--- config.mk ---
export PLATFORM = sky130hd
export DESIGN_NAME = static_memory_async_ctrl
export DESIGN_NICKNAME = d
export VERILOG_FILES = /design/src/design/sram_async_pkg.sv /design/src/design/access_phase_engine.sv /design/src/design/static_memory_async_ctrl.sv
export VERILOG_INCLUDE_DIRS = /design/src /design/src/design
export SDC_FILE = /design/constraint.sdc
export NUM_CORES = 1
export LEC_CHECK = 0
export ABC_AREA = 1
export BUFFER_PORTS_ARGS = -buffer_cell sky130_fd_sc_hd__buf_2
export CAP_MARGIN = 20
export CORE_MARGIN = 5
export CORE_UTILIZATION = 55
export DETAILED_ROUTE_END_ITERATION = 7
export GPL_TIMING_DRIVEN = 0
export HOLD_SLACK_MARGIN = 0.03
export PLACE_DENSITY = 0.88
export SETUP_SLACK_MARGIN = 0.2
export SYNTH_ARGS = -nofsm -noshare
export SYNTH_HDL_FRONTEND = slang
export SYNTH_SLANG_ARGS = --single-unit
export TNS_END_PERCENT = 30
--- constraint.sdc ---
create_clock -name clk_sys -period 9.5 [get_ports clk_sys]
set_input_delay 1.425 -clock clk_sys [delete_from_list [all_inputs] [get_ports clk_sys]]
set_output_delay 1.425 -clock clk_sys [all_outputs]
set_load 0.1 [all_outputs]
--- src/design/sram_async_regs.svh ---
// Register map, field positions, reset values and codes of the controller.
`ifndef SRAM_ASYNC_REGS_SVH
`define SRAM_ASYNC_REGS_SVH

`define REG_BANK_CONTROL 8'h00
`define REG_BANK_TIMING 8'h04
`define REG_BANK_WR_TIMING 8'h08
`define REG_STATUS 8'h0c

`define IDX_BANK_CONTROL 2'h0
`define IDX_BANK_TIMING 2'h1
`define IDX_BANK_WR_TIMING 2'h2
`define IDX_STATUS 2'h3

`define BC_WAIT_EN 15
`define BC_EXT_MODE 14
`define BC_WAIT_POL 9
`define BC_BURST_EN 8
`define BC_MEMORY_TYPE_HI 3
`define BC_MEMORY_TYPE_LO 2
`define BC_BANK_EN 0
`define MEMORY_TYPE_NOR 2'h2

`define BT_DATA_PHASE_LEN_HI 15
`define BT_DATA_PHASE_LEN_LO 8
`define BT_ADDR_PHASE_LEN_HI 3
`define BT_ADDR_PHASE_LEN_LO 0

`define BC_RESET 32'h0000_0011
`define BT_RESET 32'h0000_ff0f
`define BC_WMASK 32'h0000_c37f
`define BT_WMASK 32'h3000_ff0f

`define ST_BUSY 0
`define ST_ERROR 1

`define LANES_ALL 2'h0
`define LANES_NONE 2'h3
`define LANE_LOW 2'h2
`define LANE_UP 2'h1

`define RESP_OKAY 2'h0
`define RESP_SLVERR 2'h2

`endif

--- src/design/sram_async_pkg.sv ---
// Types shared by the static memory access controller.
package sram_async_pkg;
    typedef enum logic [1:0] {
        SZ_BYTE = 2'b00,
        SZ_HALF = 2'b01,
        SZ_WORD = 2'b10,
        SZ_BAD = 2'b11
    } xfer_size_t;

    typedef struct packed {
        logic write;
        xfer_size_t size;
        logic [26:0] addr;
        logic [31:0] wdata;
    } host_req_t;

    typedef struct packed {
        logic [25:0] addr;
        logic [15:0] dout;
        logic dout_en;
        logic chip_select_n;
        logic output_enable_n;
        logic write_strobe_n;
        logic [1:0] byte_lane_n;
    } mem_pins_t;

    typedef struct packed {
        logic [3:0] addr_phase_len;
        logic [7:0] data_phase_len;
        logic async_wait_en;
        logic wait_polarity;
    } phase_cfg_t;

    typedef enum logic [1:0] {
        E_IDLE = 2'b00,
        E_ADDR = 2'b01,
        E_DATA = 2'b10,
        E_HOLD = 2'b11
    } eng_state_t;

    typedef enum logic [1:0] {
        T_IDLE = 2'b00,
        T_FIRST = 2'b01,
        T_SECOND = 2'b10,
        T_RESP = 2'b11
    } ctrl_state_t;
endpackage

--- src/design/access_phase_engine.sv ---
// Sequencer for one 16-bit two-phase asynchronous memory access.
`timescale 1ns/1ps
`include "sram_async_regs.svh"
module access_phase_engine
    import sram_async_pkg::*;
(
    input wire logic clk_sys,
    input wire logic rst_int_n,
    input wire logic start,
    input wire logic start_write,
    input wire logic [25:0] start_addr,
    input wire logic [15:0] start_wdata,
    input wire logic [1:0] start_lanes_n,
    input wire phase_cfg_t cfg,
    input wire logic [15:0] mem_din,
    input wire logic wait_in_n,
    output mem_pins_t pins,
    output logic done,
    output logic [15:0] rdata
);
    eng_state_t state_r;
    logic [7:0] cnt_r;
    logic write_r;
    logic wr;
    logic wait_hold;
    logic go_data;
    logic end_data;
    logic [7:0] data_len;

    // Polarity only matters once waiting is enabled.
    assign wait_hold = cfg.async_wait_en &&
        (wait_in_n == cfg.wait_polarity);
    assign wr = (state_r == E_IDLE) ? start_write : write_r;
    // A zero data phase is stretched to one cycle to keep strobes visible.
    assign data_len = (cfg.data_phase_len == 8'h00) ? 8'h01 :
        cfg.data_phase_len;
    assign go_data = (state_r == E_IDLE && start &&
        cfg.addr_phase_len == 4'h0) ||
        (state_r == E_ADDR && cnt_r == 8'h00);
    assign end_data = state_r == E_DATA && cnt_r == 8'h00 &&
        !wait_hold;

    // Address phase first, then data phase; writes add a hold cycle.
    always_ff @(posedge clk_sys or negedge rst_int_n) begin
        if (!rst_int_n) begin
            state_r <= E_IDLE;
            cnt_r <= 8'h00;
            write_r <= 1'b0;
        end else begin
            unique case (state_r)
                E_IDLE: begin
                    if (start) begin
                        write_r <= start_write;
                        if (go_data) begin
                            state_r <= E_DATA;
                            cnt_r <= data_len - 8'h01;
                        end else begin
                            state_r <= E_ADDR;
                            cnt_r <= {4'h0, cfg.addr_phase_len} - 8'h01;
                        end
                    end
                end
                E_ADDR: begin
                    if (go_data) begin
                        state_r <= E_DATA;
                        cnt_r <= data_len - 8'h01;
                    end else begin
                        cnt_r <= cnt_r - 8'h01;
                    end
                end
                E_DATA: begin
                    if (end_data) begin
                        state_r <= write_r ? E_HOLD : E_IDLE;
                    end else if (cnt_r != 8'h00) begin
                        cnt_r <= cnt_r - 8'h01;
                    end
                end
                E_HOLD: begin
                    state_r <= E_IDLE;
                end
            endcase
        end
    end

    // Pins change only here, on the rising system clock edge.
    always_ff @(posedge clk_sys or negedge rst_int_n) begin
        if (!rst_int_n) begin
            pins.addr <= 26'h0;
            pins.dout <= 16'h0;
            pins.dout_en <= 1'b0;
            pins.chip_select_n <= 1'b1;
            pins.output_enable_n <= 1'b1;
            pins.write_strobe_n <= 1'b1;
            pins.byte_lane_n <= `LANES_NONE;
            done <= 1'b0;
            rdata <= 16'h0;
        end else begin
            done <= (end_data && !write_r) || state_r == E_HOLD;
            if (state_r == E_IDLE && start) begin
                pins.chip_select_n <= 1'b0;
                pins.addr <= start_addr;
                pins.dout <= start_wdata;
                pins.dout_en <= start_write;
                // Reads keep both lanes enabled.
                pins.byte_lane_n <= start_write ? start_lanes_n :
                    `LANES_ALL;
            end
            if (go_data) begin
                if (wr) begin
                    pins.write_strobe_n <= 1'b0;
                end else begin
                    pins.output_enable_n <= 1'b0;
                end
            end
            if (end_data) begin
                if (write_r) begin
                    pins.write_strobe_n <= 1'b1;
                end else begin
                    // Data is taken on the edge that releases the select.
                    rdata <= mem_din;
                    pins.output_enable_n <= 1'b1;
                    pins.chip_select_n <= 1'b1;
                    pins.byte_lane_n <= `LANES_NONE;
                end
            end
            if (state_r == E_HOLD) begin
                pins.chip_select_n <= 1'b1;
                pins.dout_en <= 1'b0;
                pins.byte_lane_n <= `LANES_NONE;
            end
        end
    end
endmodule

--- src/design/static_memory_async_ctrl.sv ---
// Asynchronous static memory controller with an AXI4-Lite register slave.
// Operation
// - Word transfers become two halfword accesses.
// - Never generate asynchronous page reads.
// - Byte write enables only the addressed lane.
// - Refuse byte NOR writes, byte burst reads.
// - Memory outputs change on rising clock only.
// - Synchronous output data moves on falling edge.
// - Asynchronous accesses drive no memory clock.
// - Capture read data before releasing select.
// - Extended mode gives writes separate timing.
// - Writes end with one stable hold cycle.
// - Data phase: length plus one write, length read.
// - Address phase lasts its length, zero allowed.
// - Wait polarity matters only when waiting enabled.
// - Reads hold both lane enables low.
// - N-prefixed memory controls are active low.
//
// The AXI4-Lite register port and the placing of the registers were left to the implementer.
`timescale 1ns/1ps
`include "sram_async_regs.svh"
module static_memory_async_ctrl
    import sram_async_pkg::*;
#(
    parameter int ADDR_W = 8
) (
    input wire logic clk_sys,
    input wire logic rst_n,
    input wire logic [ADDR_W-1:0] s_axi_awaddr,
    input wire logic s_axi_awvalid,
    output logic s_axi_awready,
    input wire logic [31:0] s_axi_wdata,
    input wire logic [3:0] s_axi_wstrb,
    input wire logic s_axi_wvalid,
    output logic s_axi_wready,
    output logic [1:0] s_axi_bresp,
    output logic s_axi_bvalid,
    input wire logic s_axi_bready,
    input wire logic [ADDR_W-1:0] s_axi_araddr,
    input wire logic s_axi_arvalid,
    output logic s_axi_arready,
    output logic [31:0] s_axi_rdata,
    output logic [1:0] s_axi_rresp,
    output logic s_axi_rvalid,
    input wire logic s_axi_rready,
    input wire logic host_req_valid,
    input wire host_req_t host_req,
    output logic host_req_ready,
    output logic host_resp_valid,
    output logic host_resp_error,
    output logic [31:0] host_resp_rdata,
    output mem_pins_t mem_pins,
    input wire logic [15:0] mem_din,
    input wire logic wait_in_n,
    output logic memory_clock
);
    if (ADDR_W < 8) begin : g_addr_check
        $error("ADDR_W must be at least 8");
    end

    logic rst_meta_r;
    logic rst_int_n;
    logic [31:0] bank_control_r;
    logic [31:0] bank_timing_r;
    logic [31:0] bank_wr_timing_r;
    logic error_r;
    logic [ADDR_W-1:0] aw_addr_r;
    logic [31:0] w_data_r;
    logic [3:0] w_strb_r;
    logic do_write;
    logic [2:0] wsel;
    logic [2:0] rsel;
    logic err_set;
    ctrl_state_t state_r;
    host_req_t req_r;
    logic [15:0] low_half_r;
    logic eng_start_r;
    logic eng_write_r;
    logic [25:0] eng_addr_r;
    logic [15:0] eng_wdata_r;
    logic [1:0] eng_lanes_r;
    logic eng_done;
    logic [15:0] eng_rdata;
    phase_cfg_t cfg;
    logic [31:0] cfg_src;
    logic req_take;

    // Returns {hit, index} for a byte address.
    function automatic logic [2:0] reg_decode(input logic [7:0] a);
        unique case (a)
            `REG_BANK_CONTROL: reg_decode = {1'b1, `IDX_BANK_CONTROL};
            `REG_BANK_TIMING: reg_decode = {1'b1, `IDX_BANK_TIMING};
            `REG_BANK_WR_TIMING: reg_decode = {1'b1, `IDX_BANK_WR_TIMING};
            `REG_STATUS: reg_decode = {1'b1, `IDX_STATUS};
            default: reg_decode = 3'h0;
        endcase
    endfunction

    // Applies byte strobes and the writable-bit mask to a register.
    function automatic logic [31:0] merge(input logic [31:0] old,
        input logic [31:0] din, input logic [3:0] strb,
        input logic [31:0] wmask);
        logic [31:0] m;
        m = {{8{strb[3]}}, {8{strb[2]}}, {8{strb[1]}}, {8{strb[0]}}};
        m = m & wmask;
        merge = (old & ~m) | (din & m);
    endfunction

    // Transfers this mode cannot serve are answered with an error.
    function automatic logic refused(input host_req_t r,
        input logic [31:0] bc);
        logic nor_type;
        nor_type = bc[`BC_MEMORY_TYPE_HI:`BC_MEMORY_TYPE_LO] == `MEMORY_TYPE_NOR;
        refused = !bc[`BC_BANK_EN] || r.size == SZ_BAD ||
            (r.size == SZ_BYTE && r.write && nor_type) ||
            (r.size == SZ_BYTE && !r.write && bc[`BC_BURST_EN]);
    endfunction

    // Selects the byte-lane enables, active low.
    function automatic logic [1:0] lanes_for(input xfer_size_t sz,
        input logic a0);
        if (sz == SZ_BYTE) begin
            lanes_for = a0 ? `LANE_UP : `LANE_LOW;
        end else begin
            lanes_for = `LANES_ALL;
        end
    endfunction

    // Reset is released through two flip-flops.
    always_ff @(posedge clk_sys or negedge rst_n) begin
        if (!rst_n) begin
            rst_meta_r <= 1'b0;
            rst_int_n <= 1'b0;
        end else begin
            rst_meta_r <= 1'b1;
            rst_int_n <= rst_meta_r;
        end
    end

    // No memory clock is driven; only asynchronous accesses exist.
    always_ff @(posedge clk_sys or negedge rst_int_n) begin
        if (!rst_int_n) begin
            memory_clock <= 1'b0;
        end else begin
            memory_clock <= 1'b0;
        end
    end

    assign wsel = reg_decode(aw_addr_r[7:0]);
    assign rsel = reg_decode(s_axi_araddr[7:0]);
    assign do_write = !s_axi_awready && !s_axi_wready && !s_axi_bvalid;

    // Write address and data are taken in either order, then answered.
    always_ff @(posedge clk_sys or negedge rst_int_n) begin
        if (!rst_int_n) begin
            s_axi_awready <= 1'b1;
            s_axi_wready <= 1'b1;
            s_axi_bvalid <= 1'b0;
            s_axi_bresp <= `RESP_OKAY;
            aw_addr_r <= '0;
            w_data_r <= 32'h0;
            w_strb_r <= 4'h0;
        end else begin
            if (s_axi_awvalid && s_axi_awready) begin
                aw_addr_r <= s_axi_awaddr;
                s_axi_awready <= 1'b0;
            end
            if (s_axi_wvalid && s_axi_wready) begin
                w_data_r <= s_axi_wdata;
                w_strb_r <= s_axi_wstrb;
                s_axi_wready <= 1'b0;
            end
            if (do_write) begin
                s_axi_bvalid <= 1'b1;
                s_axi_bresp <= wsel[2] ? `RESP_OKAY : `RESP_SLVERR;
            end
            if (s_axi_bvalid && s_axi_bready) begin
                s_axi_bvalid <= 1'b0;
                s_axi_awready <= 1'b1;
                s_axi_wready <= 1'b1;
            end
        end
    end

    // Configuration registers.
    always_ff @(posedge clk_sys or negedge rst_int_n) begin
        if (!rst_int_n) begin
            bank_control_r <= `BC_RESET;
            bank_timing_r <= `BT_RESET;
            bank_wr_timing_r <= `BT_RESET;
        end else if (do_write && wsel[2]) begin
            unique case (wsel[1:0])
                `IDX_BANK_CONTROL: begin
                    bank_control_r <= merge(bank_control_r, w_data_r,
                        w_strb_r, `BC_WMASK);
                end
                `IDX_BANK_TIMING: begin
                    bank_timing_r <= merge(bank_timing_r, w_data_r,
                        w_strb_r, `BT_WMASK);
                end
                `IDX_BANK_WR_TIMING: begin
                    bank_wr_timing_r <= merge(bank_wr_timing_r, w_data_r,
                        w_strb_r, `BT_WMASK);
                end
                `IDX_STATUS: begin
                end
            endcase
        end
    end

    // Sticky refusal flag; a new refusal wins over a clearing write.
    always_ff @(posedge clk_sys or negedge rst_int_n) begin
        if (!rst_int_n) begin
            error_r <= 1'b0;
        end else if (err_set) begin
            error_r <= 1'b1;
        end else if (do_write && wsel == {1'b1, `IDX_STATUS} &&
            w_strb_r[0] && w_data_r[`ST_ERROR]) begin
            error_r <= 1'b0;
        end
    end

    // Register reads, one at a time.
    always_ff @(posedge clk_sys or negedge rst_int_n) begin
        if (!rst_int_n) begin
            s_axi_arready <= 1'b1;
            s_axi_rvalid <= 1'b0;
            s_axi_rdata <= 32'h0;
            s_axi_rresp <= `RESP_OKAY;
        end else if (s_axi_arvalid && s_axi_arready) begin
            s_axi_arready <= 1'b0;
            s_axi_rvalid <= 1'b1;
            s_axi_rresp <= rsel[2] ? `RESP_OKAY : `RESP_SLVERR;
            s_axi_rdata <= 32'h0;
            if (rsel[2]) begin
                unique case (rsel[1:0])
                    `IDX_BANK_CONTROL: s_axi_rdata <= bank_control_r;
                    `IDX_BANK_TIMING: s_axi_rdata <= bank_timing_r;
                    `IDX_BANK_WR_TIMING: s_axi_rdata <= bank_wr_timing_r;
                    `IDX_STATUS: begin
                        s_axi_rdata[`ST_BUSY] <= !host_req_ready;
                        s_axi_rdata[`ST_ERROR] <= error_r;
                    end
                endcase
            end
        end else if (s_axi_rvalid && s_axi_rready) begin
            s_axi_rvalid <= 1'b0;
            s_axi_arready <= 1'b1;
        end
    end

    // Extended mode lets writes run on their own timing register.
    assign cfg_src = (eng_write_r && bank_control_r[`BC_EXT_MODE]) ?
        bank_wr_timing_r : bank_timing_r;
    assign cfg.addr_phase_len = cfg_src[`BT_ADDR_PHASE_LEN_HI:`BT_ADDR_PHASE_LEN_LO];
    assign cfg.data_phase_len = cfg_src[`BT_DATA_PHASE_LEN_HI:`BT_DATA_PHASE_LEN_LO];
    assign cfg.async_wait_en = bank_control_r[`BC_WAIT_EN];
    assign cfg.wait_polarity = bank_control_r[`BC_WAIT_POL];

    assign req_take = host_req_valid && host_req_ready;
    assign err_set = req_take && refused(host_req, bank_control_r);

    // Host transfer sequencer; only single accesses, never page reads.
    always_ff @(posedge clk_sys or negedge rst_int_n) begin
        if (!rst_int_n) begin
            state_r <= T_IDLE;
            req_r <= '0;
            host_req_ready <= 1'b1;
            eng_start_r <= 1'b0;
            eng_write_r <= 1'b0;
            eng_addr_r <= 26'h0;
            eng_wdata_r <= 16'h0;
            eng_lanes_r <= `LANES_ALL;
        end else begin
            eng_start_r <= 1'b0;
            unique case (state_r)
                T_IDLE: begin
                    if (req_take) begin
                        req_r <= host_req;
                        host_req_ready <= 1'b0;
                        if (err_set) begin
                            state_r <= T_RESP;
                        end else begin
                            state_r <= T_FIRST;
                            eng_start_r <= 1'b1;
                            eng_write_r <= host_req.write;
                            eng_addr_r <= host_req.addr[26:1];
                            eng_wdata_r <= host_req.wdata[15:0];
                            eng_lanes_r <= lanes_for(host_req.size,
                                host_req.addr[0]);
                        end
                    end
                end
                T_FIRST: begin
                    if (eng_done && req_r.size == SZ_WORD) begin
                        state_r <= T_SECOND;
                        eng_start_r <= 1'b1;
                        eng_addr_r <= eng_addr_r + 26'h1;
                        eng_wdata_r <= req_r.wdata[31:16];
                    end else if (eng_done) begin
                        state_r <= T_RESP;
                    end
                end
                T_SECOND: begin
                    if (eng_done) begin
                        state_r <= T_RESP;
                    end
                end
                T_RESP: begin
                    state_r <= T_IDLE;
                    host_req_ready <= 1'b1;
                end
            endcase
        end
    end

    // Answer to the host: one pulse with data or an error.
    always_ff @(posedge clk_sys or negedge rst_int_n) begin
        if (!rst_int_n) begin
            low_half_r <= 16'h0;
            host_resp_valid <= 1'b0;
            host_resp_error <= 1'b0;
            host_resp_rdata <= 32'h0;
        end else begin
            host_resp_valid <= 1'b0;
            if (state_r == T_FIRST && eng_done) begin
                low_half_r <= eng_rdata;
            end
            if (state_r == T_IDLE && err_set) begin
                host_resp_valid <= 1'b1;
                host_resp_error <= 1'b1;
                host_resp_rdata <= 32'h0;
            end else if (eng_done && (state_r == T_SECOND ||
                (state_r == T_FIRST && req_r.size != SZ_WORD))) begin
                host_resp_valid <= 1'b1;
                host_resp_error <= 1'b0;
                host_resp_rdata <= (state_r == T_SECOND) ?
                    {eng_rdata, low_half_r} : {16'h0, eng_rdata};
            end
        end
    end

    // Active-low memory controls come from the engine's flip-flops.
    access_phase_engine u_engine (
        .clk_sys(clk_sys),
        .rst_int_n(rst_int_n),
        .start(eng_start_r),
        .start_write(eng_write_r),
        .start_addr(eng_addr_r),
        .start_wdata(eng_wdata_r),
        .start_lanes_n(eng_lanes_r),
        .cfg(cfg),
        .mem_din(mem_din),
        .wait_in_n(wait_in_n),
        .pins(mem_pins),
        .done(eng_done),
        .rdata(eng_rdata)
    );
endmodule

==> reports/qor.tcl <==
set qor(cts_buffers) 28
set qor(timing.critical_path.slowest_stage_cell) {sky130_fd_sc_hd__dfstp_2}
set qor(syn_area_mm2) 0.0133
set qor(avgSynthCellArea_um2) 8.63
set qor(initial_antenna_violation_count) 5
set qor(finalSetupViolations) 0
set qor(placement.io_buffers) 229
set qor(num-fill-cells) 1869
set qor(grt_max_degree) 76
set qor(cts_resized) 0
set qor(critPathTopFamily) {flip-flops}
set qor(postCtsHoldBufs) 0
set qor(avgRoutedWirePerCell_um) 17.4
set qor(peakVddDrop_uv) 316
set qor(critical_path.startpoint_type) {register}
set qor(area_growth_syn_to_layout_pct) 20.9
set qor(critical_path.endpoint_type) {primary output}
set qor(sw_frac_of_total_pct) 48.4
set qor(path_clk_slew_ps) 70
set qor(dp_hpwl_um) 27300
set qor(synth-edff-count) 0
set qor(grt_pass1_vias) 11700
set qor(grt_pass1_wl_um) 59200
set qor(routabilityCongestion) 0.957
set qor(std_cell_rows) 56
set qor(cp_slowest_stage_delay_ps) 540
set qor(worst-slew-pin-transition_ps) 845
set qor(post-route-min-period_ps) 2980
set qor(net-switching-power_mw) 2.79
set qor(1st_pass_router_iterations) 6
set qor(share_comb_of_total_power_pct) 44.8
set qor(route.vias.total) 12000
set qor(synthesis.yosys.warnings) 0
set qor(worst_skew_pair_later_pin_latency_ps) 560
set qor(path_max_fanout) 2
set qor(ctsRootBufferMaster) {sky130_fd_sc_hd__clkbuf_16}
set qor(p_per_area_mw_per_mm2) 360
set qor(slew_headroom_pct) 43.1
set qor(met2_length_um) 18100
set qor(distinct_cell_type_count_of_the_synthesized_netlist) 45
set qor(cts_post_setup_buffers_inserted) 0
set qor(design.die.area_mm2) 0.0273
set qor(routed_wirelength_um) 37500
set qor(synth_sequential_area_ratio_pct) 54.5
set qor(cap_violations) 0
set qor(finClkSkew_ps) 22.5
set qor(ys_dominant_reg_cell) {sky130_fd_sc_hd__dfrtp_1}
set qor(drive_above_1_share_pct) 22.0
set qor(run_status) {completed}
set qor(clock.fmax_mhz) 335
set qor(h_tree_level_count) 1
set qor(hold_path.class) {register to async pin}
set qor(fp.dieH_um) 165
set qor(synth_seq_cells) 287
set qor(route.met3.wl_um) 3480
set qor(synthArstFlopShare_pct) 100
set qor(buffers_and_inverters_on_the_worst_path) 1
set qor(leakagePower_nw) 8.11
set qor(m1WireLength_um) 14400
set qor(tritoncts) {done}
set qor(total_grt_usage_pct) 27.1
set qor(io-pin-count) 264
set qor(grt_setup_unrepaired) {false}
set qor(finalNonFillerCells) 2159
set qor(arrival_ps) 1560
set qor(syn-instance-count) 1536
set qor(clockPowerShare_pct) 21.7
set qor(core_area_mm2) 0.0236
set qor(route.antenna.remaining_nets) 0
set qor(layout_worst_path_cycle_share_pct) 31.4
set qor(final_max_slew_viol_count) 0
set qor(path_cells) {buf_2}
set qor(floorplan.initialDensity_pct) 56.1
set qor(report.final.hold_viol_count) 0
set qor(critical_path_required_ps) 8080
set qor(final_net_count) 1964
set qor(post-route-drc-count) 0
set qor(numPlacedInstances) 2105
set qor(grt_remaining_overflow) 0
set qor(top_layer_used) {met5}
set qor(ctsLongestPathBuffers) 3
set qor(criticalPathCategory) {register to primary output}
set qor(die_width_um) 165
set qor(cts.sinks) 287
set qor(drt-vias-per-instance) 5.54
set qor(drt_iter0_markers) 1004
set qor(power.total_mw) 5.76
set qor(p_int_mw) 2.97
set qor(seq_pwr_share_pct) 33.6
==> per-stage QoR <==
step,utilization (%),setup slack (ps),setup TNS (ps),hold WS [ps],area [µm²]
final,67.9,6520,0,211,16000
after global routing,67.9,6480,0,235,16000
after CTS,67.9,6510,0,224,16000
after global placement,63.0,-1910,-470220,336,14900
after floorplan,-,970,0,331,13300
after detailed placement,63.4,6160,0,224,15000
==> synthesized netlist by cell type (4+ instances only) <==
cell,count,area [µm²]
sky130_fd_sc_hd__nand2_1,371,1390
sky130_fd_sc_hd__dfrtp_1,252,6310
sky130_fd_sc_hd__o21ai_0,203,1020
sky130_fd_sc_hd__inv_1,186,698
sky130_fd_sc_hd__nor2_1,102,383
sky130_fd_sc_hd__a21oi_1,56,280
sky130_fd_sc_hd__nand3_1,56,280
sky130_fd_sc_hd__clkbuf_1,42,158
sky130_fd_sc_hd__dfstp_2,35,920
sky130_fd_sc_hd__a22oi_1,23,173
sky130_fd_sc_hd__o211ai_1,22,165
sky130_fd_sc_hd__buf_4,21,158
sky130_fd_sc_hd__xor2_1,20,175
sky130_fd_sc_hd__o31ai_2,16,200
sky130_fd_sc_hd__o22ai_1,15,93.8
sky130_fd_sc_hd__buf_2,14,70.1
sky130_fd_sc_hd__nand4_1,13,81.3
sky130_fd_sc_hd__nor3_1,13,65.1
sky130_fd_sc_hd__mux2_2,11,124
sky130_fd_sc_hd__ha_1,9,113
sky130_fd_sc_hd__inv_2,6,22.5
sky130_fd_sc_hd__o21ai_1,6,30.0
sky130_fd_sc_hd__a22o_1,5,43.8
sky130_fd_sc_hd__a31oi_1,5,31.3
sky130_fd_sc_hd__or2_2,4,25.0
==> path summary, 6_finish.rpt <==
check,startpoint,endpoint,slack (ps),depth (start not counted)
worst max-delay path,u_engine.pins[0],mem_pins[0],6520,1
worst min register to register,rst_int_n,u_engine.cnt_r[6],210,0
worst min-delay path,rst_int_n,u_engine.cnt_r[6],210,0
worst max register to register,eng_write_r,u_engine.cnt_r[1],6730,14
min in group clk_sys,rst_meta_r,rst_int_n,360,0
max in group asynchronous,rst_int_n,async pin,8250,2
==> cell families after synthesis <==
| kind of cell | after synthesis | share of synthesized area [%] |
|---|---|---|
| AO/OA/AOI/OAI | 362 | 16.1 |
| XOR/XNOR | 22 | 1.45 |
| adder cells (fa/ha/maj) | 9 | 0.849 |
| buffers and inverters | 272 | 8.43 |
| flip-flops | 287 | 54.5 |
| multiplexers | 11 | 0.934 |
| other | 2 | 0.0566 |
| AND/OR/NAND/NOR | 571 | 17.6 |
==> metal layers <==
| layer | vias to the layer above | track usage (%) |
|---|---|---|
| li1 | 5544 | - |
| met2 | 622 | 45.7 |
| met3 | 114 | 5.26 |
| met1 | 5672 | 35.1 |
| met5 | - | 0 |
| met4 | 6 | 9.98 |
==> cell usage in the layout (no fill, tap or decap), types with 3 or more instances in the layout <==
cell	instances
sky130_fd_sc_hd__a21oi_1	56
sky130_fd_sc_hd__nor2_1	102
sky130_fd_sc_hd__a31oi_1	5
sky130_fd_sc_hd__inv_1	186
sky130_fd_sc_hd__o31ai_2	16
sky130_fd_sc_hd__o211ai_1	22
sky130_fd_sc_hd__clkbuf_8	4
sky130_fd_sc_hd__buf_1	3
sky130_fd_sc_hd__or2_2	4
sky130_fd_sc_hd__bufinv_16	6
sky130_fd_sc_hd__buf_2	243
sky130_fd_sc_hd__nand4_1	13
sky130_fd_sc_hd__clkinv_2	4
sky130_fd_sc_hd__dfrtp_1	251
sky130_fd_sc_hd__a22o_1	5
sky130_fd_sc_hd__buf_16	4
sky130_fd_sc_hd__nand3_1	56
sky130_fd_sc_hd__clkbuf_16	28
sky130_fd_sc_hd__nor3_1	13
sky130_fd_sc_hd__mux2_2	11
sky130_fd_sc_hd__conb_1	19
sky130_fd_sc_hd__xor2_1	20
sky130_fd_sc_hd__o21ai_0	203
sky130_fd_sc_hd__inv_2	6
sky130_fd_sc_hd__a32o_1	3
sky130_fd_sc_hd__clkinvlp_4	4
sky130_fd_sc_hd__buf_4	21
sky130_fd_sc_hd__o21ai_1	6
sky130_fd_sc_hd__a22oi_1	23
sky130_fd_sc_hd__dfstp_2	35
sky130_fd_sc_hd__o22ai_1	15
sky130_fd_sc_hd__nand2_1	371
sky130_fd_sc_hd__ha_1	9
sky130_fd_sc_hd__clkbuf_1	42
==> power by group through the flow <==
stage | Sequential [mW] | Combinational, mW | Clock (mW)
after floorplan | 2.89 | 1.03 | 0
after global routing | 1.97 | 2.78 | 1.31
after global placement | 1.94 | 2.46 | 0
after CTS | 1.92 | 2.57 | 1.26
final | 1.93 | 2.58 | 1.25
after detailed placement | 1.94 | 2.55 | 0
==> cell type report <==
type,count,area (µm²),share of cell area [%]
plain buffers,80,397,2.47
clock buffers,32,756,4.71
multi-input cells,994,4980,31.0
inverters,192,721,4.49
repair buffers,233,1260,7.83
diodes,2,5.00,0.0312
flip-flops and latches,287,7230,45.1
clock inverters,20,293,1.83
well taps,319,399,2.49
Power figures use the tool's default switching activity.
